### config.mk
export PLATFORM = sky130hd
export DESIGN_NAME = eca_host
export DESIGN_NICKNAME = d
export VERILOG_FILES = /design/src/inc/eca_pkg.sv /design/src/design/eca_uart.sv /design/src/design/eca_host.sv
export SDC_FILE = /design/constraint.sdc
export NUM_CORES = 1
export LEC_CHECK = 0
export ABC_AREA = 1
export CAP_MARGIN = 20
export CORE_MARGIN = 2
export CORE_UTILIZATION = 37
export CTS_CLUSTER_SIZE = 28
export DETAILED_ROUTE_END_ITERATION = 7
export DONT_BUFFER_PORTS = 1
export PLACE_DENSITY_LB_ADDON = 0.2
export SYNTH_ARGS = -nofsm -noshare
export SYNTH_HDL_FRONTEND = slang
export SYNTH_SLANG_ARGS = --single-unit
### constraint.sdc
create_clock -name core_clk -period 3.3 [get_ports core_clk]
set_clock_uncertainty 0.1 [all_clocks]
set_input_delay 0.66 -clock core_clk [delete_from_list [all_inputs] [get_ports core_clk]]
set_output_delay 0.66 -clock core_clk [all_outputs]
set_load 0.05 [all_outputs]
### src/inc/eca_pkg.sv
package eca_pkg;

   // timing
   localparam int           CLK_HZ      = 100_000_000;
   localparam int           UART_BAUD   = 115200;
   localparam logic [9:0]   BAUD_DIV    = 10'(CLK_HZ / UART_BAUD);
   localparam logic [9:0]   BAUD_HALF   = 10'(CLK_HZ / UART_BAUD / 2);
   localparam int           RESP_TO_US  = 10000;
   localparam int           RESP_TO_CYC = RESP_TO_US * (CLK_HZ / 1_000_000);
   localparam int           TO_W        = 20;

   // frame bytes
   localparam logic [7:0]   FR_SYNC     = 8'h80;
   localparam logic [7:0]   FR_NODE     = 8'h01;
   localparam logic [7:0]   CMD_RD      = 8'h01;
   localparam logic [7:0]   CMD_WR      = 8'h02;
   localparam logic [7:0]   CMD_POS     = 8'h03;
   localparam logic [7:0]   LEN_RD      = 8'h02;
   localparam logic [7:0]   LEN_WR      = 8'h03;
   localparam logic [7:0]   LEN_POS     = 8'h01;
   localparam logic [7:0]   POS_ARG     = 8'h01;
   localparam logic [7:0]   RLEN_ONE    = 8'h01;
   localparam logic [7:0]   RLEN_POS    = 8'h05;
   localparam logic [7:0]   WR_ACK      = 8'h90;
   localparam logic [7:0]   WR_NAK      = 8'hA0;
   localparam logic [3:0]   HDR_BYTES   = 4'h5;

   // device register map
   localparam logic [6:0]   DEV_BANK    = 7'h40;
   localparam logic [6:0]   DEV_TEMP    = 7'h66;
   localparam logic [6:0]   DEV_MODE    = 7'h6A;
   localparam logic [6:0]   DEV_KEY     = 7'h6B;
   localparam logic [7:0]   KEY_VAL     = 8'h2A;
   localparam logic [7:0]   MODE_NORMAL = 8'h00;
   localparam logic [7:0]   MODE_CAL    = 8'h01;
   localparam logic [7:0]   MODE_PULSE  = 8'h02;
   localparam logic [7:0]   MODE_UDATA  = 8'h04;
   localparam logic [7:0]   MODE_FILT   = 8'h05;
   localparam logic [7:0]   MODE_PRESET = 8'h07;

   // host register offsets
   localparam logic [7:0]   HR_CTRL     = 8'h00;
   localparam logic [7:0]   HR_STAT     = 8'h04;
   localparam logic [7:0]   HR_RDAT     = 8'h08;
   localparam logic [7:0]   HR_POSL     = 8'h0C;
   localparam logic [7:0]   HR_POSH     = 8'h10;

   // control fields and status bits
   localparam int           CF_OP_LSB   = 0;
   localparam int           CF_ADDR_LSB = 8;
   localparam int           CF_DATA_LSB = 16;
   localparam int           CF_BANK_LSB = 24;
   localparam int           SB_BUSY     = 0;
   localparam int           SB_DONE     = 1;
   localparam int           SB_ERR      = 2;
   localparam int           SB_NAK      = 3;

   // operations
   localparam logic [2:0]   OP_RD       = 3'h1;
   localparam logic [2:0]   OP_WR       = 3'h2;
   localparam logic [2:0]   OP_POS      = 3'h3;
   localparam logic [2:0]   OP_MODE     = 3'h4;
   localparam logic [2:0]   OP_BRD      = 3'h5;
   localparam logic [2:0]   OP_BWR      = 3'h6;

   typedef enum logic [1:0] {
      ST_IDLE = 2'b00,
      ST_SEND = 2'b01,
      ST_RECV = 2'b10
   } eca_state_t;

endpackage : eca_pkg

### src/design/eca_uart.sv
`timescale 1ns/100ps
module eca_uart import eca_pkg::*; (
   // clock, reset, enable
   input  wire logic       core_clk,
   input  wire logic       nrst,
   input  wire logic       ce,
   // transmit side
   input  wire logic       tx_valid,
   input  wire logic [7:0] tx_data,
   output logic            tx_ready,
   // receive side
   output logic            rx_valid,
   output logic [7:0]      rx_data,
   // line
   output logic            txd,
   output logic            txd_oe,
   input  wire logic       rxd
);

   logic [3:0] tx_bit_r, tx_bit_nxt;
   logic [9:0] tx_cnt_r, tx_cnt_nxt;
   logic [9:0] tx_sh_r,  tx_sh_nxt;
   logic [3:0] rx_bit_r, rx_bit_nxt;
   logic [9:0] rx_cnt_r, rx_cnt_nxt;
   logic [7:0] rx_sh_r,  rx_sh_nxt;
   logic       rx_vld_r, rx_vld_nxt;
   logic [7:0] rx_dat_r, rx_dat_nxt;

   assign tx_ready = (tx_bit_r == 4'h0);
   assign txd_oe   = ~tx_ready;
   assign txd      = tx_sh_r[0];
   assign rx_valid = rx_vld_r;
   assign rx_data  = rx_dat_r;

   // 8n1 transmitter, one bit per baud period
   always_comb begin
      tx_bit_nxt = tx_bit_r;
      tx_cnt_nxt = tx_cnt_r;
      tx_sh_nxt  = tx_sh_r;
      if (tx_bit_r == 4'h0) begin
         if (tx_valid) begin
            tx_sh_nxt  = {1'b1, tx_data, 1'b0};
            tx_bit_nxt = 4'hA;
            tx_cnt_nxt = BAUD_DIV - 10'h001;
         end
      end else if (tx_cnt_r == 10'h000) begin
         tx_sh_nxt  = {1'b1, tx_sh_r[9:1]};
         tx_bit_nxt = tx_bit_r - 4'h1;
         tx_cnt_nxt = BAUD_DIV - 10'h001;
      end else begin
         tx_cnt_nxt = tx_cnt_r - 10'h001;
      end
   end

   // receiver samples mid-bit, drops false start and bad stop
   always_comb begin
      rx_bit_nxt = rx_bit_r;
      rx_cnt_nxt = rx_cnt_r;
      rx_sh_nxt  = rx_sh_r;
      rx_vld_nxt = 1'b0;
      rx_dat_nxt = rx_dat_r;
      if (rx_bit_r == 4'h0) begin
         if (!rxd) begin
            rx_bit_nxt = 4'hA;
            rx_cnt_nxt = BAUD_HALF - 10'h001;
         end
      end else if (rx_cnt_r != 10'h000) begin
         rx_cnt_nxt = rx_cnt_r - 10'h001;
      end else begin
         rx_cnt_nxt = BAUD_DIV - 10'h001;
         rx_bit_nxt = rx_bit_r - 4'h1;
         if (rx_bit_r == 4'hA) begin
            if (rxd) begin
               rx_bit_nxt = 4'h0;
            end
         end else if (rx_bit_r == 4'h1) begin
            rx_vld_nxt = rxd;
            rx_dat_nxt = rxd ? rx_sh_r : rx_dat_r;
         end else begin
            rx_sh_nxt = {rxd, rx_sh_r[7:1]};
         end
      end
   end

   always_ff @(posedge core_clk) begin
      if (!nrst) begin
         tx_bit_r <= 4'h0;
         tx_cnt_r <= 10'h000;
         tx_sh_r  <= 10'h3FF;
         rx_bit_r <= 4'h0;
         rx_cnt_r <= 10'h000;
         rx_sh_r  <= 8'h00;
         rx_vld_r <= 1'b0;
         rx_dat_r <= 8'h00;
      end else if (ce) begin
         tx_bit_r <= tx_bit_nxt;
         tx_cnt_r <= tx_cnt_nxt;
         tx_sh_r  <= tx_sh_nxt;
         rx_bit_r <= rx_bit_nxt;
         rx_cnt_r <= rx_cnt_nxt;
         rx_sh_r  <= rx_sh_nxt;
         rx_vld_r <= rx_vld_nxt;
         rx_dat_r <= rx_dat_nxt;
      end
   end

endmodule : eca_uart

### src/design/eca_host.sv
// Functional notes
// - select bank first, then access banked address
// - both links reach the same register space
// - uart 115200 baud, 8N1
// - frame: 0x80, node 0x01, cmd, length, payload, checksum
// - length counts payload bytes only
// - checksum is inverted sum of preceding bytes
// - read request: cmd 0x01, length 0x02
// - write request: cmd 0x02, length 0x03
// - position request: cmd 0x03, length 1, byte 0x01
// - password 0x2A to 0x6B before mode write 0x6A
// - restore normal mode after features; limit flash writes
// - serial link access: 7-bit address, rw 10/01
//
// Local design decision: the AHB-Lite slave port.
`timescale 1ns/100ps
module eca_host import eca_pkg::*; #(
   parameter int RESP_TO_CYC_P = RESP_TO_CYC
) (
   // clock, reset, enable
   input  wire logic        core_clk,
   input  wire logic        nrst,
   input  wire logic        ce,
   // ahb-lite slave
   input  wire logic        hsel,
   input  wire logic [31:0] haddr,
   input  wire logic [1:0]  htrans,
   input  wire logic        hwrite,
   input  wire logic [2:0]  hsize,
   input  wire logic [31:0] hwdata,
   input  wire logic        hready,
   output logic             hreadyout,
   output logic             hresp,
   output logic [31:0]      hrdata,
   // config pin
   input  wire logic        cfg_pin_i,
   output logic             cfg_pin_o,
   output logic             cfg_pin_oe
);

   localparam logic [TO_W-1:0] TO_LAST = TO_W'(RESP_TO_CYC_P - 1);

   eca_state_t  state_r, state_nxt;
   logic [2:0]  op_r,    op_nxt;
   logic [6:0]  addr_r,  addr_nxt;
   logic [7:0]  data_r,  data_nxt;
   logic [7:0]  bank_r,  bank_nxt;
   logic        step_r,  step_nxt;
   logic [3:0]  idx_r,   idx_nxt;
   logic [7:0]  sum_r,   sum_nxt;
   logic [TO_W-1:0] to_r, to_nxt;
   logic [39:0] pbuf_r,  pbuf_nxt;
   logic [32:0] pos_r,   pos_nxt;
   logic [7:0]  rdat_r,  rdat_nxt;
   logic        done_r,  done_nxt;
   logic        err_r,   err_nxt;
   logic        nak_r,   nak_nxt;
   logic        pw_ok_r, pw_ok_nxt;
   logic        ahb_wr_r, ahb_wr_nxt;
   logic [7:0]  ahb_a_r, ahb_a_nxt;
   logic [31:0] hrdata_r, hrdata_nxt;

   logic        tx_valid;
   logic        tx_ready;
   logic [7:0]  tx_byte;
   logic        rx_valid;
   logic [7:0]  rx_data;
   logic [7:0]  f_cmd;
   logic [6:0]  f_reg;
   logic [7:0]  f_dat;
   logic [7:0]  f_len;
   logic [7:0]  f_rlen;
   logic        last_step;
   logic [7:0]  exp_byte;
   logic [31:0] stat_w;
   logic [3:0]  chk_idx;
   logic [3:0]  rchk_idx;
   logic        aphase;
   logic        wr_ctrl;
   logic        wr_stat;
   logic        start;
   logic        busy;

   eca_uart u_uart (
      .core_clk (core_clk),
      .nrst     (nrst),
      .ce       (ce),
      .tx_valid (tx_valid),
      .tx_data  (tx_byte),
      .tx_ready (tx_ready),
      .rx_valid (rx_valid),
      .rx_data  (rx_data),
      .txd      (cfg_pin_o),
      .txd_oe   (cfg_pin_oe),
      .rxd      (cfg_pin_i)
   );

   // bus slave
   assign hreadyout = ce;
   assign hresp     = 1'b0;
   assign hrdata    = hrdata_r;
   assign aphase    = hsel & htrans[1] & hready;
   assign wr_ctrl   = ahb_wr_r & (ahb_a_r == HR_CTRL);
   assign wr_stat   = ahb_wr_r & (ahb_a_r == HR_STAT);
   assign busy      = (state_r != ST_IDLE);
   assign start     = wr_ctrl & ~busy & (hwdata[CF_OP_LSB +: 3] >= OP_RD) & (hwdata[CF_OP_LSB +: 3] <= OP_BWR);

   always_comb begin
      stat_w          = 32'h0000_0000;
      stat_w[SB_BUSY] = busy;
      stat_w[SB_DONE] = done_r;
      stat_w[SB_ERR]  = err_r;
      stat_w[SB_NAK]  = nak_r;
   end

   always_comb begin
      ahb_wr_nxt = aphase & hwrite;
      ahb_a_nxt  = aphase ? haddr[7:0] : ahb_a_r;
      hrdata_nxt = hrdata_r;
      if (aphase & ~hwrite) begin
         case (haddr[7:0])
            HR_STAT: hrdata_nxt = stat_w;
            HR_RDAT: hrdata_nxt = {24'h000000, rdat_r};
            HR_POSL: hrdata_nxt = pos_r[31:0];
            HR_POSH: hrdata_nxt = {31'h00000000, pos_r[32]};
            default: hrdata_nxt = 32'h0000_0000;
         endcase
      end
   end

   always_ff @(posedge core_clk) begin
      if (!nrst) begin
         ahb_wr_r <= 1'b0;
         ahb_a_r  <= 8'h00;
         hrdata_r <= 32'h0000_0000;
      end else if (ce) begin
         ahb_wr_r <= ahb_wr_nxt;
         ahb_a_r  <= ahb_a_nxt;
         hrdata_r <= hrdata_nxt;
      end
   end

   // frame of the current step; register numbers are the device's own map
   always_comb begin
      f_cmd     = CMD_RD;
      f_reg     = addr_r;
      f_dat     = data_r;
      last_step = 1'b1;
      case (op_r)
         OP_WR:  f_cmd = CMD_WR;
         OP_POS: f_cmd = CMD_POS;
         OP_MODE: begin
            // data 0x00 restores normal operation after a feature
            f_cmd     = CMD_WR;
            f_reg     = step_r ? DEV_MODE : DEV_KEY;
            f_dat     = step_r ? data_r : KEY_VAL;
            last_step = step_r;
         end
         OP_BRD, OP_BWR: begin
            f_cmd     = (step_r && op_r == OP_BRD) ? CMD_RD : CMD_WR;
            f_reg     = step_r ? {1'b0, addr_r[5:0]} : DEV_BANK;
            f_dat     = step_r ? data_r : bank_r;
            last_step = step_r;
         end
         default: f_cmd = CMD_RD;
      endcase
      f_len    = (f_cmd == CMD_RD) ? LEN_RD : (f_cmd == CMD_WR) ? LEN_WR : LEN_POS;
      f_rlen   = (f_cmd == CMD_POS) ? RLEN_POS : RLEN_ONE;
      chk_idx  = HDR_BYTES + f_len[3:0];
      rchk_idx = HDR_BYTES + f_rlen[3:0];
   end

   // outgoing byte; register number goes as two bytes, low first
   always_comb begin
      case (idx_r)
         4'h0: tx_byte = FR_SYNC;
         4'h1: tx_byte = FR_NODE;
         4'h2: tx_byte = f_cmd;
         4'h3: tx_byte = f_len;
         4'h4: tx_byte = 8'h00;
         4'h5: tx_byte = (f_cmd == CMD_POS) ? POS_ARG : {1'b0, f_reg};
         4'h6: tx_byte = 8'h00;
         4'h7: tx_byte = f_dat;
         default: tx_byte = 8'h00;
      endcase
      if (idx_r == chk_idx) begin
         tx_byte = ~sum_r;
      end
   end

   always_comb begin
      case (idx_r)
         4'h1: exp_byte = FR_NODE;
         4'h2: exp_byte = f_cmd;
         4'h3: exp_byte = f_rlen;
         default: exp_byte = 8'h00;
      endcase
   end

   // transaction sequencer
   always_comb begin
      state_nxt = state_r;
      op_nxt    = op_r;
      addr_nxt  = addr_r;
      data_nxt  = data_r;
      bank_nxt  = bank_r;
      step_nxt  = step_r;
      idx_nxt   = idx_r;
      sum_nxt   = sum_r;
      to_nxt    = to_r;
      pbuf_nxt  = pbuf_r;
      pos_nxt   = pos_r;
      rdat_nxt  = rdat_r;
      done_nxt  = done_r & ~(wr_stat & hwdata[SB_DONE]);
      err_nxt   = err_r & ~(wr_stat & hwdata[SB_ERR]);
      nak_nxt   = nak_r & ~(wr_stat & hwdata[SB_NAK]);
      pw_ok_nxt = pw_ok_r;
      tx_valid  = 1'b0;
      case (state_r)
         ST_IDLE: begin
            if (start) begin
               op_nxt    = hwdata[CF_OP_LSB +: 3];
               addr_nxt  = hwdata[CF_ADDR_LSB +: 7];
               data_nxt  = hwdata[CF_DATA_LSB +: 8];
               bank_nxt  = hwdata[CF_BANK_LSB +: 8];
               step_nxt  = 1'b0;
               idx_nxt   = 4'h0;
               sum_nxt   = 8'h00;
               done_nxt  = 1'b0;
               err_nxt   = 1'b0;
               nak_nxt   = 1'b0;
               pw_ok_nxt = 1'b0;
               state_nxt = ST_SEND;
            end
         end
         ST_SEND: begin
            tx_valid = 1'b1;
            if (tx_ready) begin
               sum_nxt = sum_r + tx_byte;
               idx_nxt = idx_r + 4'h1;
               if (idx_r == chk_idx) begin
                  idx_nxt   = 4'h0;
                  sum_nxt   = 8'h00;
                  to_nxt    = '0;
                  state_nxt = ST_RECV;
               end
            end
         end
         ST_RECV: begin
            to_nxt = to_r + 1'b1;
            if (to_r == TO_LAST) begin
               err_nxt   = 1'b1;
               state_nxt = ST_IDLE;
            end else if (rx_valid && tx_ready) begin
               // own echo is ignored while still sending
               sum_nxt = sum_r + rx_data;
               idx_nxt = idx_r + 4'h1;
               if (idx_r == 4'h0) begin
                  if (rx_data != FR_SYNC) begin
                     idx_nxt = 4'h0;
                     sum_nxt = 8'h00;
                  end
               end else if (idx_r < HDR_BYTES) begin
                  if (rx_data != exp_byte) begin
                     err_nxt   = 1'b1;
                     state_nxt = ST_IDLE;
                  end
               end else if (idx_r == rchk_idx) begin
                  if (rx_data != ~sum_r) begin
                     err_nxt   = 1'b1;
                     state_nxt = ST_IDLE;
                  end else begin
                     if (f_cmd == CMD_POS) begin
                        pos_nxt = pbuf_r[32:0];
                     end else begin
                        rdat_nxt = pbuf_r[39:32];
                     end
                     if (f_cmd == CMD_WR && f_reg == DEV_KEY && f_dat == KEY_VAL && pbuf_r[39:32] == WR_ACK) begin
                        pw_ok_nxt = 1'b1;
                     end
                     if (f_cmd == CMD_WR && pbuf_r[39:32] != WR_ACK) begin
                        nak_nxt   = 1'b1;
                        state_nxt = ST_IDLE;
                     end else if (last_step) begin
                        done_nxt  = 1'b1;
                        state_nxt = ST_IDLE;
                     end else begin
                        step_nxt  = 1'b1;
                        idx_nxt   = 4'h0;
                        sum_nxt   = 8'h00;
                        state_nxt = ST_SEND;
                     end
                  end
               end else begin
                  pbuf_nxt = {rx_data, pbuf_r[39:8]};
               end
            end
         end
         default: state_nxt = ST_IDLE;
      endcase
   end

   always_ff @(posedge core_clk) begin
      if (!nrst) begin
         state_r <= ST_IDLE;
         op_r    <= 3'h0;
         addr_r  <= 7'h00;
         data_r  <= 8'h00;
         bank_r  <= 8'h00;
         step_r  <= 1'b0;
         idx_r   <= 4'h0;
         sum_r   <= 8'h00;
         to_r    <= '0;
         pbuf_r  <= 40'h00_0000_0000;
         pos_r   <= 33'h0_0000_0000;
         rdat_r  <= 8'h00;
         done_r  <= 1'b0;
         err_r   <= 1'b0;
         nak_r   <= 1'b0;
         pw_ok_r <= 1'b0;
      end else if (ce) begin
         state_r <= state_nxt;
         op_r    <= op_nxt;
         addr_r  <= addr_nxt;
         data_r  <= data_nxt;
         bank_r  <= bank_nxt;
         step_r  <= step_nxt;
         idx_r   <= idx_nxt;
         sum_r   <= sum_nxt;
         to_r    <= to_nxt;
         pbuf_r  <= pbuf_nxt;
         pos_r   <= pos_nxt;
         rdat_r  <= rdat_nxt;
         done_r  <= done_nxt;
         err_r   <= err_nxt;
         nak_r   <= nak_nxt;
         pw_ok_r <= pw_ok_nxt;
      end
   end

   // checks
   logic fire;
   assign fire = ce & tx_valid & tx_ready;
endmodule : eca_host

## Yosys cells after proc, flatten, opt, wreduce, memory -nomap -nowiden

Cells that the tools add are included.

| storage, ports and cells | value |
|---|---|
| output and inout port bits | 36 |
| memory bits (writable) | 0 |
| bits in read-only memories | 0 |
| register bits after elaboration | 241 |
| memories | 0 |
| input bits | 76 |
| word-level logic and storage cells | 271 |
| bits in latches | 0 |

| operators by class | value |
|---|---|
| reduce and logical (&&, ||, !) cells | 34 |
| divide/modulo/power cells | 0 |
| equal/unequal tests | 47 |
| add/subtract/negate cells | 10 |
| shifts and indexed selects | 0 |
| $lt $le $gt $ge | 3 |
| bitwise gates (word level) | 32 |
| multiply operators | 0 |
| muxes and demuxes | 119 |

Operators by type and width:

| kind | number |
|---|---|
| $pmux 32 s4 | 1 |
| $mux 8 | 15 |
| $mux 10 | 9 |
| $mux 4 | 20 |
| $pmux 8 s3 | 2 |
| $pmux 8 s6 | 1 |
| $mux 1 | 44 |
| $mux 20 | 2 |
| $pmux 20 s2 | 1 |
| $ne 2x2->1 const B | 13 |
| $mux 2 | 12 |
| $add 20x1->20 const B | 1 |
| $eq 20x20->1 const B | 1 |
| $sub 10x1->10 const B | 2 |
| $reduce_and 9->1 | 2 |
| $add 8x8->8 | 2 |
| $eq 8x2->1 const B | 2 |
| $eq 8x3->1 const B | 2 |
| $eq 8x4->1 const B | 2 |
| $ne 8x8->1 | 2 |
| $ne 8x8->1 const B | 2 |
| $not 1->1 | 16 |
| $pmux 8 s2 | 1 |
| $and 1x1->1 | 15 |
| 46 further kinds | 75 |

## Logic depth before layout (Yosys ltp)

Gate-level depths: netlist (run 1).

| logic depth | value |
|---|---|
| depth in word-level cells | 14 |
| depth in mapped cells | 21 |
| depth with buffers taken out | 20 |

## Hierarchy

Synthesis (run 1) repeated with hierarchy kept, for this count alone.

| unflattened totals | value |
|---|---|
| cell total of the unflattened synthesis | 1723 |
| area, all modules | 12085.3 µm² |

By module, submodules not included:

| module | cells each | area each (µm²) | times used | sequential area each (µm²) |
|---|---|---|---|---|
| eca_host | 1282 | 9221.3 | 1 | 3723.6 |
| eca_uart | 441 | 2864.0 | 1 | 1081.0 |

## Worst setup path before layout (run 1)

OpenSTA, ideal clock, no wires.

| timing path | value |
|---|---|
| path kind | flip-flop to flip-flop |
| start | reg idx_r[0] |
| end | reg sum_r[6] |
| setup time | 132 ps |
| stages on the path, launching flop included | 21 |
| buffers on the path | 0 |
| arrival time | 2531 ps |
| path slack | 536 ps |
| data required time | 3068 ps |
| cells stage by stage | dfxtp_1 > inv_1 > ha_1 > inv_1 > nor2_1 > nor2_1 > nand4_1 > o21a_1 > nand2_1 > o21ai_1 > ha_1 > inv_1 > fa_1 > inv_1 > nand4_1 > nand3_1 > a21oi_1 > o21ai_0 > o21ai_0 > nand2_1 > a21oi_1 |

| between the ends | value |
|---|---|
| word-level cells in the longest chain between the ends | 7 |
| elaborated cells on any way between the ends | 20 |
| those cells by class | add/sub: 1; order compare: 1; eq/ne: 7; mux: 10; reduce/logical: 1 |

RTL lines:

| what | RTL line | source |
|---|---|---|
| start: declaration | eca_host.sv:49 | `logic [3:0] idx_r, idx_nxt;` |
| start signal: assignment | eca_host.sv:328 | `idx_r <= idx_nxt;` |
| $eq 4x3->1 (tied with other cells) | eca_host.sv:175 | `case (idx_r)` |
| $pmux 8 s6 / $mux 8 (equally long branches) | eca_host.sv:175, eca_host.sv:268 |  |
| $mux 8, on equally long branches | eca_host.sv:186, eca_host.sv:263 |  |
| $add 8x8->8 / $mux 8 (equally long branches) | eca_host.sv:239, eca_host.sv:258 |  |
| $mux 8, on equally long branches | eca_host.sv:241, eca_host.sv:254 |  |
| $mux 8, on equally long branches | eca_host.sv:238, eca_host.sv:251 |  |
| $pmux 8 s3 (*) | eca_host.sv:219 | `case (state_r)` |
| end signal: assignment | eca_host.sv:329 | `sum_r <= sum_nxt;` |
| end: declaration | eca_host.sv:50 | `logic [7:0] sum_r, sum_nxt;` |

Mark *: on every way between the ends. The rest lies on a longest branch, timed or not. The select of a mux whose other input is x is not followed.
A chain may end at the register's enable or synchronous reset.

## Final worst setup path (run 1)

| timing path | value |
|---|---|
| start | reg idx_r[0] |
| end | reg sum_r[5] |

Same word-level chain as after synthesis.

==> flow_results.org, run 1 <==
** GRT
- The first global-routing pass estimated 48.32 mm of wire.
- The number of antenna violations at the first check in global routing is 0.
- Number of global-route vias before repair :: 9553
- GRT Total Usage :: 17.48%
- The total overflow left after global routing is 0.
- Maximum number of pins on one net before global-route repair :: 168

** Placed design
- Detailed placement finished with a half-perimeter wire length of 20.51 mm.
- Gpl congestion :: 0.9187
- Count of input and output buffers :: 0
- The number of placed instances, taps included, is 1941.

** Detailed routing
- Total length of routed wires :: 29.16 mm
- After detailed routing, the number of remaining DRC violations is 0.
- The first detailed-routing pass took 7 iterations.
- Vias per Instance :: 5.133
- Number of vias in the routed layout :: 10240
- After detailed routing, the average wire length per cell comes to 14.63 µm.
- Initial detailed-routing violation count :: 709
- In this run the remaining antenna-violating nets after routing total 0.

** Power and ir drop
- Power comes to 8.153 mW.
- Ratio of total power to cell area :: 630.9 nW/µm²
- The analysis attributes to cell leakage a power of 4.899 nW.
- IR analysis of the VDD net gives a maximum drop of 0.6093 mV.

** Layout
- Fraction of layout cells with a size suffix above 1 :: 7.885%
- Total inserted antenna cells :: 0
- Counting the fill cells in the layout gives 3202.
- Once layout is complete, the cells apart from fillers number 1994.
- Final layout net count :: 1688
- From synthesis to final layout, the design area changed by 11.84%.

** Logic synthesis
- Number of instances in the synthesized netlist :: 1598
- The synthesized netlist devotes 1.819% of its cell area to XOR and XNOR gates.
- Share of cell area taken by muxes after synthesis :: 0%
- Yosys mapped a number of flops with a built-in enable equal to 0.
- After synthesis, the share of flip-flops with an asynchronous set or reset is 0%.
- The netlist uses 61 different library cells.
- Mapped Nets :: 1706
- Area share of fa/ha/maj cells after synthesis :: 3.595%
- The synthesized netlist devotes 21.00% of its cell area to compound gates.
- Register area share after synthesis :: 41.58%
- In the synthesized netlist the dominant register cell turns out to be dfxtp_1.
- Dominant combinational cell family by area after synthesis :: simple AND/OR/NAND/NOR gates
- Yosys printed 0 warnings.
- The average instance in the mapped netlist occupies 7.231 µm².
- The mapped netlist covers 11550 µm².
- After Yosys synthesis, and, or, nand and nor cells account for 23.00% of the synthesized area.
- The synthesized design contains 240 register bits.

** Setup path
- In this design, the stage delay of the slowest critical-path cell is 0.39 ns.
- The critical path is of the reg -> reg type.
- Worst endpoint data arrival time :: 3.31 ns
- Maximum fanout along the worst path :: 6
- The worst setup path is captured at a flop.
- STA classifies the critical path startpoint as a flop.
- The largest individual stage delay along the critical path comes from the cell dfxtp_2.
- Required time reported for the critical path endpoint :: 3.60 ns
- The signal on the critical path passes through inv_2, ha_1, inv_1, nor2_4, nor2_1, nand4_1, o21a_2, nand2_1, o21a_1, inv_1, ha_2, nand2_1, inv_1, nand3_1, o221ai_1, a21oi_1, o21ai_0, o21ai_0, nand2_1, a21oi_1.

** Floorplanning
- Row generation in the floorplan step produced 64 rows.
- The region available for standard cell placement spans 30670 µm².
- For this configuration, the core starts out at a cell density of 37.68%.
- The die covers 32660 µm².
- Die Wd :: 180.7 µm
- In this run the count of I/O pins placed on the die edge is 112.
- Die height :: 180.7 µm

** Worst hold path
- The tightest min-delay check is of the in -> reg type.

** STA
- Fin Hold WS :: 0.1093 ns
- Setup violations remaining at the end of the flow were counted as 0.
- The number of failing hold endpoints at the final stage was 0.
- Shortest period the worst path allows :: 3.009 ns
- Max_slew headroom :: 49.82%
- Summed over all failing endpoints, the final setup total negative slack is 0 ns.
- Setup repair after global routing left no endpoint under its margin.
- For the pin with the worst max-slew slack, the measured transition is 0.7469 ns.
- Part of the cycle the worst path needs :: 91.19%
- The max-slew violation total from the final report is 0.
- For this run, the top clock speed supported by timing is 0.3323 GHz.

** Clock tree
- TritonCTS created 28 clock buffers.
- The clock passes through at most 3 buffers.
- The cell sitting at the root of the clock tree is a clkbuf_16.
- Clock slew at reported path FFs :: 0.06 ns
- Sinks on Clock Net :: 240
- Clock tree from TritonCTS :: built
- CTS built an H-tree with a depth of 1.
- Hold repair after CTS inserted 0 buffers.
- At the later pin of the worst-skew pair, clock insertion delay measures 0.56 ns.

** Run
- Max-capacitance violation count :: 0

** Run status
- The flow ran to the end, and the final reports show no timing, DRC or antenna violations.
## critical path: cells and delay by family (launching register included)
kind                     cells  cell delay (ns)
buffers and inverters        4             0.31
adder cells (fa/ha/maj)      2             0.61
AO/OA/AOI/OAI                7             0.92
flip-flops                   1             0.39
AND/OR/NAND/NOR              7             0.54
## path summary, 6_finish.rpt
check	endpoint	slack [ns]	start	cells past startpoint
max	sum_r[5]	0.29	idx_r[0]	20
min reg2reg	pos_r[8]	0.34	pos_r[8]	2
min	u_uart.tx_sh_r[0]	0.11	nrst	1
max reg2reg	sum_r[5]	0.29	idx_r[0]	20
## synthesized netlist by cell type (all sizes together), types with 2 or more instances
cell type | n | area, µm²
o221ai | 7 | 61.31
nand2 | 229 | 884.6
xor2 | 19 | 166.4
a211oi | 8 | 60.06
a221oi | 3 | 26.28
a21oi | 173 | 877.1
buf | 29 | 187.7
fa | 2 | 40.04
or2 | 3 | 21.27
clkinv | 2 | 7.510
nand3 | 67 | 357.8
nand4 | 32 | 219.0
nor2 | 218 | 853.3
a31oi | 8 | 50.05
nor3b | 2 | 20.02
clkbuf | 44 | 165.2
a22oi | 2 | 15.01
a21o | 5 | 37.54
xnor2 | 5 | 43.79
dfxtp | 240 | 4805
nor3 | 35 | 202.7
o2111ai | 2 | 17.52
or3 | 2 | 12.51
inv | 179 | 676.9
o21ai | 211 | 1071
o22ai | 9 | 56.30
o31ai | 2 | 15.01
o21a | 4 | 30.03
nor4 | 8 | 50.05
nand3b | 4 | 30.03
o211ai | 6 | 58.81
ha | 30 | 375.4
## state kept, by name (all words and copies together) (netlist names), 9 cells and up
name	count
hrdata	32
u_uart.rx_cnt_r	10
to_r	20
u_uart.tx_cnt_r	10
pbuf_r	40
pos_r	33
u_uart.tx_sh_r	9
## repair_timing
action,in CTS,in global routing
buffers inserted,0,5
endpoints found under the setup margin,0,7
resized for setup,0,20
## cell families (layout without fill, tap and decap cells)
family                     after synthesis  count (layout)
and+or+nand+nor                        601             601
AOI/OAI and AO/OA                      446             446
buffers and inverters                  254             254
DFF                                    240             240
adders and majority gates               32              32
xor gates and xnor gates                24              24
other                                    1               1
## through the flow
| step | utilization (%) | setup WS, ns | instance area (µm²) |
|---|---|---|---|
| floorplan | - | 0.5363 | 11550 |
| global placement | 38.74 | 0.1118 | 11880 |
| detailed placement | 38.74 | 0.05403 | 11880 |
| CTS | 41.88 | 0.02840 | 12840 |
| global route | 42.13 | 0.02880 | 12920 |
| finish | 42.13 | 0.2909 | 12920 |
## final cells by class
class | count | area (µm²) | share of cell area (%)
repair buffers | 25 | 212.7 | 1.646
well taps | 396 | 495.5 | 3.834
flip-flops and latches | 240 | 4810 | 37.22
multi-input cells | 1104 | 5751 | 44.50
inverters | 181 | 689.4 | 5.335
clock buffers | 40 | 815.8 | 6.313
clock inverters | 8 | 148.9 | 1.152
## where the power goes
part           internal (mW)  switching, mW
clock                   1.95           1.23
sequential              3.13          0.192
combinational          0.565           1.08
total                   5.64           2.51
## metal layers
| layer | part of all wire (%) | track usage [%] | up-vias |
|---|---|---|---|
| met5 | 0 | 0 | - |
| met2 | 45 | 28.41 | 180 |
| met3 | 4.2 | 2.842 | 52 |
| li1 | - | - | 5301 |
| met1 | 49 | 24.07 | 4702 |
| met4 | 2.3 | 4.581 | 0 |
## cell usage in the layout (no fill, tap or decap), drive strengths merged, types with 2 or more instances in the layout
master    instances
o21a              4
bufinv            3
o31ai             2
ha               30
nand4            32
or2               3
a21o              5
nand2           229
nor3             35
or3               2
a221oi            3
xor2             19
nand3b            4
a22oi             2
nor4              8
fa                2
nor3b             2
a31oi             8
buf              25
o211ai            6
a21oi           173
nor2            218
a211oi            8
inv             178
xnor2             5
nand3            67
dfxtp           240
o2111ai           2
o22ai             9
clkbuf           40
o21ai           211
clkinvlp          2
o221ai            7
clkinv            6
(Power assumes the default switching activity.)
==> run 2: changes to the inputs <==
--- a/config.mk
+++ b/config.mk
@@ -7,12 +7,11 @@
 export LEC_CHECK = 0
 export ABC_AREA = 1
 export CAP_MARGIN = 20
-export CORE_MARGIN = 2
+export CORE_MARGIN = 3
 export CORE_UTILIZATION = 37
 export CTS_CLUSTER_SIZE = 28
 export DETAILED_ROUTE_END_ITERATION = 7
 export DONT_BUFFER_PORTS = 1
-export PLACE_DENSITY_LB_ADDON = 0.2
 export SYNTH_ARGS = -nofsm -noshare
 export SYNTH_HDL_FRONTEND = slang
 export SYNTH_SLANG_ARGS = --single-unit
==> flow_results.org, run 2 (synthesized netlist as in run 1, its figures left out) <==
** Floorplanning
- Die height :: 182.7 µm (+1.1%)
- Standard-cell row count :: 64 (unchanged)
- The number of top-level pins was 112 (unchanged).
- The width of the chip came to 182.7 µm (+1.1%).
- Core region area :: 30670 µm² (unchanged)
- Area of the die :: 33390 µm² (+2.2%)
- The initial core utilization was 37.68% (unchanged).

** Detailed routing
- The count of vias placed by the detailed router was 10220 (-0.12%).
- The average via count per standard cell came to 5.112 (-0.42%).
- The wire length per cell after detailed routing was 14.37 µm (-1.7%).
- The count of routing violations after the opening detailed-route iteration is 475 (-33%).
- Total length of routed wires :: 28.75 mm (-1.4%)
- The post-detailed-route count of antenna-violating nets was 0 (unchanged).
- Post-route DRC :: 0 (unchanged)
- The number of detailed-routing iterations run before antenna repair was 5 (-2).

** Setup path
- Most frequent cell on the critical path :: inv_1
- Required time reported for the critical path endpoint :: 3.69 ns (+0.09 ns)
- Critical-path top delay cell :: fa_1
- The largest fanout on the critical path came to 6 (unchanged).
- Worst endpoint data arrival time :: 3.34 ns (+0.03 ns)
- Largest stage delay, worst path :: 0.39 ns (about the same)
- The worst setup path is launched from a flop.
- Sort of element at the end of the critical path :: flop
- Reg2Reg Setup Slack :: 0.34 ns (+0.05 ns)
- The setup path with the least slack is of type reg -> reg.
- Critical path, cell by cell :: inv_2, ha_1, inv_1, nor2_2, inv_1, nand4_1, o21a_2, nand2_1, o21ai_1, ha_1, inv_1, fa_1, inv_1, a31oi_1, xor2_1, o22ai_1, nand2_1, a21oi_1

** STA
- The final-report setup violation count is 0 (unchanged).
- Shortest period the worst path allows :: 2.958 ns (-0.05101 ns)
- Setup TNS Final :: 0 ns (unchanged)
- Max_slew headroom :: 57.78% (+8.0 points)
- PnR worst setup slack :: 0.3419 ns (+0.05101 ns)
- The final critical-path share of the clock period is 89.64% (-1.5 points).
- Final hold viol count :: 0 (unchanged)
- Slew at the pin closest to its max-slew limit :: 0.6303 ns (-0.1166 ns)
- The highest clock frequency the design can meet is 0.3381 GHz (+1.7%).
- The max-slew violation total from the final report was 0 (unchanged).
- Setup repair after global routing left no endpoint under its margin.

** GRT
- Number of global-route vias before repair :: 9705 (+1.6%)
- Number of antenna violations at the first check in global routing :: 0 (unchanged)
- GRT Total Usage :: 16.80% (-0.67 points)
- Aggregate global routing overflow :: 0 (unchanged)
- Maximum number of pins on one net before global-route repair :: 168 (unchanged)
- The wire length of the first global-routing pass was 47.64 mm (-1.4%).

** Power and ir drop
- The static leakage power came to 4.940 nW (+0.83%).
- Power Total :: 8.428 mW (+3.4%)
- VDD IR max :: 0.3781 mV (-38%)
- The total power per unit cell area came to 650.0 nW/µm² (+3.0%).

** Run
- The count of maximum capacitance violations came to 0 (unchanged).

** Layout
- The number of antenna diodes is 0 (unchanged).
- The area growth from synthesis to layout is 12.21%.
- Largest register FFs :: 40 (unchanged)
- Storage element area :: 4810 µm² (unchanged)
- The ratio of cells with drive above 1 in the final layout came to 8.229% (+0.34 points).
- Leaving out fill and tap cells, the most frequent cell in the layout is dfxtp_1.
- Filler instances :: 3183 (-0.59%)
- Non-Filler Cell Area, Final :: 12970 µm² (+0.34%)
- The area occupied by multi-input gates was 5734 µm² (-0.28%).
- Final layout net count :: 1689 (+0.059%)
- The top cell types in the final layout, fill and taps aside, are 236 x dfxtp_1, 220 x nand2_1, 209 x nor2_1, 180 x o21ai_0, 172 x a21oi_1.
- pbuf_r holds more flip-flops than any other register.

** Clock tree
- Clock latency on the worst-skew pair :: 0.55 ns (about the same)
- Post-CTS Hold Buffers :: 0 (unchanged)
- Clock tree from TritonCTS :: built
- The H-tree depth was 1 (unchanged).
- Sinks on Clock Net :: 240 (unchanged)
- The total CTS buffers is 29 (+3.6%).
- Clock tree buffer depth :: 3 (unchanged)
- Root cell of the clock tree :: clkbuf_16
- Clock slew at reported path FFs :: 0.06 ns (about the same)

** Placed design
- The HPWL reported at the end of detailed placement was 20.15 mm (-1.8%).
- The cell area reported after detailed placement is 11890 µm² (about the same).
- Post-place setup slack :: 0.1728 ns (+0.1188 ns)
- Gpl congestion :: 0.8816 (-4.0%)
- The total of buffers placed on input and output ports is 0 (unchanged).

** Worst hold path
- The tightest min-delay check is of the in -> reg type.

** Run status
- The run finished with clean final reports.
==> run 2: changes by cell type in the layout (fill, tap and decap cells not counted), moves of 2 or more <==
cell,previous run,this run
clkinv_2,1,6
clkbuf_8,7,5
bufinv_16,3,5
clkbuf_1,5,2
==> run 2: report_power, final <==
part | switching, mW | internal, mW | leakage, nW
Combinational | 1.11 | 0.582 | 2.49
Clock | 1.29 | 2.12 | 0.509
Sequential | 0.195 | 3.13 | 1.94
==> run 2: cell type report <==
| type | count | area share (%) |
|---|---|---|
| timing repair buffer | 25 | 1.544 |
| inverter | 181 | 5.278 |
| tap | 396 | 3.821 |
| multi-input combinational | 1104 | 44.22 |
| sequential | 240 | 37.09 |
| clock buffer | 36 | 6.185 |
| clock inverter | 18 | 1.853 |
==> run 2: worst paths after layout <==
path,startpoint,endpoint,cells after the start
min reg2reg,pos_r[12],pos_r[12],2
max,idx_r[0],sum_r[4],18
max reg2reg,idx_r[0],sum_r[4],18
min,nrst,u_uart.tx_sh_r[0],1
==> run 2: through the flow <==
step	instances	hold slack (ns)	util [%]
finish	2000	0.1041	42.28
global route	2000	0.09536	42.28
CTS	1998	0.09081	42.17
detailed placement	1944	0.3357	38.77
global placement	1944	0.3335	38.77
floorplan	1598	0.3237	-
==> run 2: worst max-delay path, delay by kind of cell (launching register included) <==
family / cells / cell delay [ns]
compound gates: 5 / 0.69
flops: 1 / 0.35
fa+ha+maj: 3 / 0.76
xor+xnor: 1 / 0.16
buf+inv: 5 / 0.42
simple gates: 4 / 0.42
==> run 2: metal layers <==
layer  wire length, µm  GRT usage, %
met1             13460         22.57
met2             13220         28.44
met3              1519         2.452
met4               545         4.296
met5                 0             0
==> run 2: what timing repair did <==
action / 4_1_cts / 5_1_grt
resized for setup: 0 / 14
hold endpoints to repair: 0 / 0
setup buffers: 0 / 2
endpoints found under the setup margin: 0 / 8
==> run 3: changes to the inputs <==
--- a/config.mk
+++ b/config.mk
@@ -14,4 +14,5 @@
 export DONT_BUFFER_PORTS = 1
 export SYNTH_ARGS = -nofsm -noshare
 export SYNTH_HDL_FRONTEND = slang
+export SYNTH_HIERARCHICAL = 1
 export SYNTH_SLANG_ARGS = --single-unit
==> flow_results.org, run 3 <==
** Placed design
- The setup slack after placement is 0.1739 ns (+0.001090 ns).
- The total of buffers placed on input and output ports came to 0 (unchanged).
- The HPWL reported at the end of detailed placement came to 20.26 mm (+0.54%).
- The weighted congestion reported at the end of routability-driven placement came to 0.8615 (-2.3%).

** STA
- Setup repair after global routing left no endpoint under its margin.
- Setup TNS Final :: 0 ns (unchanged)
- The number of failing hold endpoints at the final stage came to 0 (unchanged).
- The smallest setup slack after layout was 0.2786 ns (-0.06328 ns).
- Highest clock frequency the design can meet :: 0.3310 GHz (-2.1%)
- Number of endpoints failing setup at the final stage :: 0 (unchanged)
- Shortest period the worst path allows :: 3.021 ns (+0.06327 ns)
- Max_slew headroom :: 36.39% (-21 points)
- Count of final max-slew check failures :: 0 (unchanged)
- Slew at the pin closest to its max-slew limit :: 0.9532 ns (+0.3229 ns)
- Part of the cycle the worst path needs :: 91.56% (+1.9 points)

** Logic synthesis
- The net count after synthesis was 1833 (+7.4%).
- The number of cells produced by synthesis was 1723 (+7.8%).
- Post-synth top area cell :: dfxtp_1
- Synthesized flop and latch total :: 240 (unchanged)
- The sequential element share of the synthesized area came to 39.76% (-1.8 points).
- The most common cell in the synthesized netlist is nand2_1.
- Synth top area share :: 39.76% (-1.8 points)
- The number of warnings issued by yosys came to 6 (+6).
- Area of the mapped netlist :: 12090 µm² (+4.6%)
- The average cell area after synthesis came to 7.014 µm² (-3.0%).
- The fraction of synthesis flops using an asynchronous set or reset pin is 0% (unchanged).
- Unique masters post-synth :: 51 (-16%)
- Sorting the synthesized cells by how often they occur yields 344 x nand2_1, 240 x dfxtp_1, 199 x inv_1, 189 x a21oi_1, 185 x nor2_1.
- The number of synthesized flops with an enable pin came to 0 (unchanged).
- Leading cell types by total area after synthesis :: dfxtp_1 40%, nand2_1 11%, a21oi_1 7.8%
- For this run, the leading register cell type out of synthesis is dfxtp_1.

** GRT
- The overflow left after global routing was 0 (unchanged).
- The total track usage is 16.20% (-0.60 points).
- Global-route wire length before repair :: 48.85 mm (+2.5%)
- The largest net degree at the start of global routing came to 150 (-11%).
- The number of antenna violations at the first check in global routing was 0 (unchanged).
- The number of global-route vias before repair came to 9867 (+1.7%).

** Setup path
- Maximum fanout along the worst path :: 10 (+4)
- Worst endpoint data arrival time :: 3.33 ns (about the same)
- The delay of the slowest cell on the worst path was 0.41 ns (+0.02 ns).
- The signal on the critical path passes through nand3_2, nand2_2, nand2_2, nand3_4, clkinvlp_4, a21oi_2, ha_2, inv_1, fa_1, inv_1, nand4_1, nand3_1, a21oi_1, o21ai_0, o21ai_0, nand2_1, a21oi_1.
- The critical path data required time came to 3.60 ns (-0.09 ns).
- The number of cell instances on the worst register-to-register path came to 17 (-1).
- The slowest stage of the critical path is the dfxtp_1 cell.
- CP startpoint kind :: flop
- Kind of critical path :: reg -> reg
- Sort of element at the end of the critical path :: flop

** Power and ir drop
- Seq pwr share :: 39.9% (+0.5 points)
- The proportion of power drawn by combinational gates was 18.6% (-1.5 points).
- Internal power :: 5.632 mW (-3.4%)
- Ratio of total power to cell area :: 599.5 nW/µm² (-7.8%)
- The static leakage power came to 5.467 nW (+11%).
- Switching pwr :: 2.384 mW (-8.2%)
- Switching power share of the total :: 29.75% (-1.1 points)
- The worst voltage drop across the vdd grid came to 0.5260 mV (+39%).
- Share of total power in the clock network :: 41.5% (+1.0 points)

** Floorplanning
- The number of top-level pins came to 112 (unchanged).
- The row count is 65 (+1.6%).
- The area of the die came to 34870 µm² (+4.4%).
- Initial core utilization :: 37.91% (+0.23 points)
- Die height :: 186.7 µm (+2.2%)
- The width of the chip came to 186.7 µm (+2.2%).
- The floorplan core area came to 31880 µm² (+3.9%).

** Layout
- Compared with the post-synthesis result, the final layout area differs by 10.64%.
- The flip-flop count of the largest register, all copies and words added is 40 (unchanged).
- Final layout net count :: 1803 (+6.7%)
- The number of antenna diodes is 0 (unchanged).
- The ratio of cells with drive above 1 in the final layout was 7.818% (-0.41 points).
- Filler instances :: 3345 (+5.1%)
- In the layout the commonest cells are 344 x nand2_1, 240 x dfxtp_1, 196 x inv_1, 188 x a21oi_1, 183 x nor2_1.
- The library cell used most frequently in the layout, excluding fill and tap cells, is nand2_1.
- pbuf_r holds more flip-flops than any other register.

** Detailed routing
- Total length of routed wires :: 29.10 mm (+1.2%)
- Routed length per instance :: 13.54 µm (-5.8%)
- The count of unresolved DRC violations after routing was 0 (unchanged).
- Detailed Routing Iterations Pass 1 :: 5 (unchanged)
- The count of vias placed by the detailed router came to 10580 (+3.5%).
- Antenna Violating Nets Remaining :: 0 (unchanged)
- Initial detailed-routing violation count :: 546 (+15%)
- Vias per Instance :: 4.923 (-3.7%)

** Clock tree
- The clock slew seen by the registers of the worst setup and hold paths came to 0.06 ns (about the same).
- Root cell of the clock tree :: clkbuf_16
- The number of sinks on the clock net came to 240 (unchanged).
- The buffer levels on the longest clock path was 3 (unchanged).
- The H-tree depth was 1 (unchanged).
- The total CTS buffers is 27 (-6.9%).
- TritonCTS built the clock tree.
- Clock latency on the worst-skew pair :: 0.55 ns (about the same)

** Worst hold path
- The hold path depth was 2 (+1).
- Type of the most critical hold path :: in -> reg

** Run status
- Run status :: finished, final reports clean

** Run
- Max-capacitance violation count :: 0 (unchanged)
-- run 3: cells by family (layout without fill, tap and decap cells) --
kind of cell | Yosys count | count (layout) | synth area share, %
adders and majority gates | 34 | 34 | 3.644
DFF | 240 | 240 | 39.76
buffers and inverters | 289 | 280 | 10.11
AOI/OAI and AO/OA | 379 | 379 | 16.42
muxes | 1 | 1 | 0.08283
other | 1 | 1 | 0.03103
xor gates and xnor gates | 24 | 24 | 1.739
and+or+nand+nor | 755 | 755 | 28.21
-- run 3: path summary, 6_finish.rpt --
check | slack, ns | startpoint | to
hold reg to reg | 0.34 | pos_r[25] | pos_r[25]
setup / recovery | 0.28 | op_r[0] | sum_r[6]
hold / removal | 0.15 | nrst | ahb_a_r[7]
setup reg to reg | 0.28 | op_r[0] | sum_r[6]
-- run 3: critical path, delay by kind of cell, from the launching register on --
family | cells | cell delay (ns)
compound gates | 5 | 0.51
fa+ha+maj | 2 | 0.59
simple gates | 7 | 0.93
buf+inv | 3 | 0.34
flops | 1 | 0.41
-- run 3: layout make-up --
type	count	area, µm²	area share [%]
clock buffers	34	742.0	5.549
inverters	214	809.5	6.054
clock inverters	16	257.7	1.928
flip-flops and latches	240	4805	35.93
well taps	435	544.3	4.070
repair buffers	16	132.6	0.9919
multi-input cells	1194	6081	45.48
-- run 3: metal layers --
metal	global-route usage (%)	up-vias	wire, µm
li1	-	5561	-
met1	22.48	4811	14170
met2	26.25	164	13090
met3	2.931	43	1307
met4	3.838	0	541
met5	0	-	0
-- run 3: through the flow --
step	instances	power [mW]	instance area [µm²]	util (%)	hold slack, ns
after global routing	2149	8.471	13370	41.94	0.1459
after CTS	2148	8.121	13340	41.84	0.1283
after detailed placement	2098	4.754	12340	38.71	0.3369
after global placement	2098	4.712	12340	38.71	0.3336
final	2149	8.016	13370	41.94	0.1504
after floorplan	1723	4.511	12090	-	0.3227
-- run 3: power groups by stage --
stage	Sequential [mW]	Combinational, mW	Clock, mW
4_1_cts	3.20	1.50	3.42
3_5_place_dp	3.26	1.49	0
3_3_place_gp	3.26	1.45	0
2_1_floorplan	3.23	1.28	0
5_1_grt	3.22	1.71	3.53
6_report	3.20	1.49	3.32
-- run 3: what timing repair did --
action | 4_1_cts | 5_1_grt
endpoints found under the setup margin | 0 | 4
gates resized for setup | 0 | 8
hold buffers | 0 | 0
buffers inserted | 0 | 1
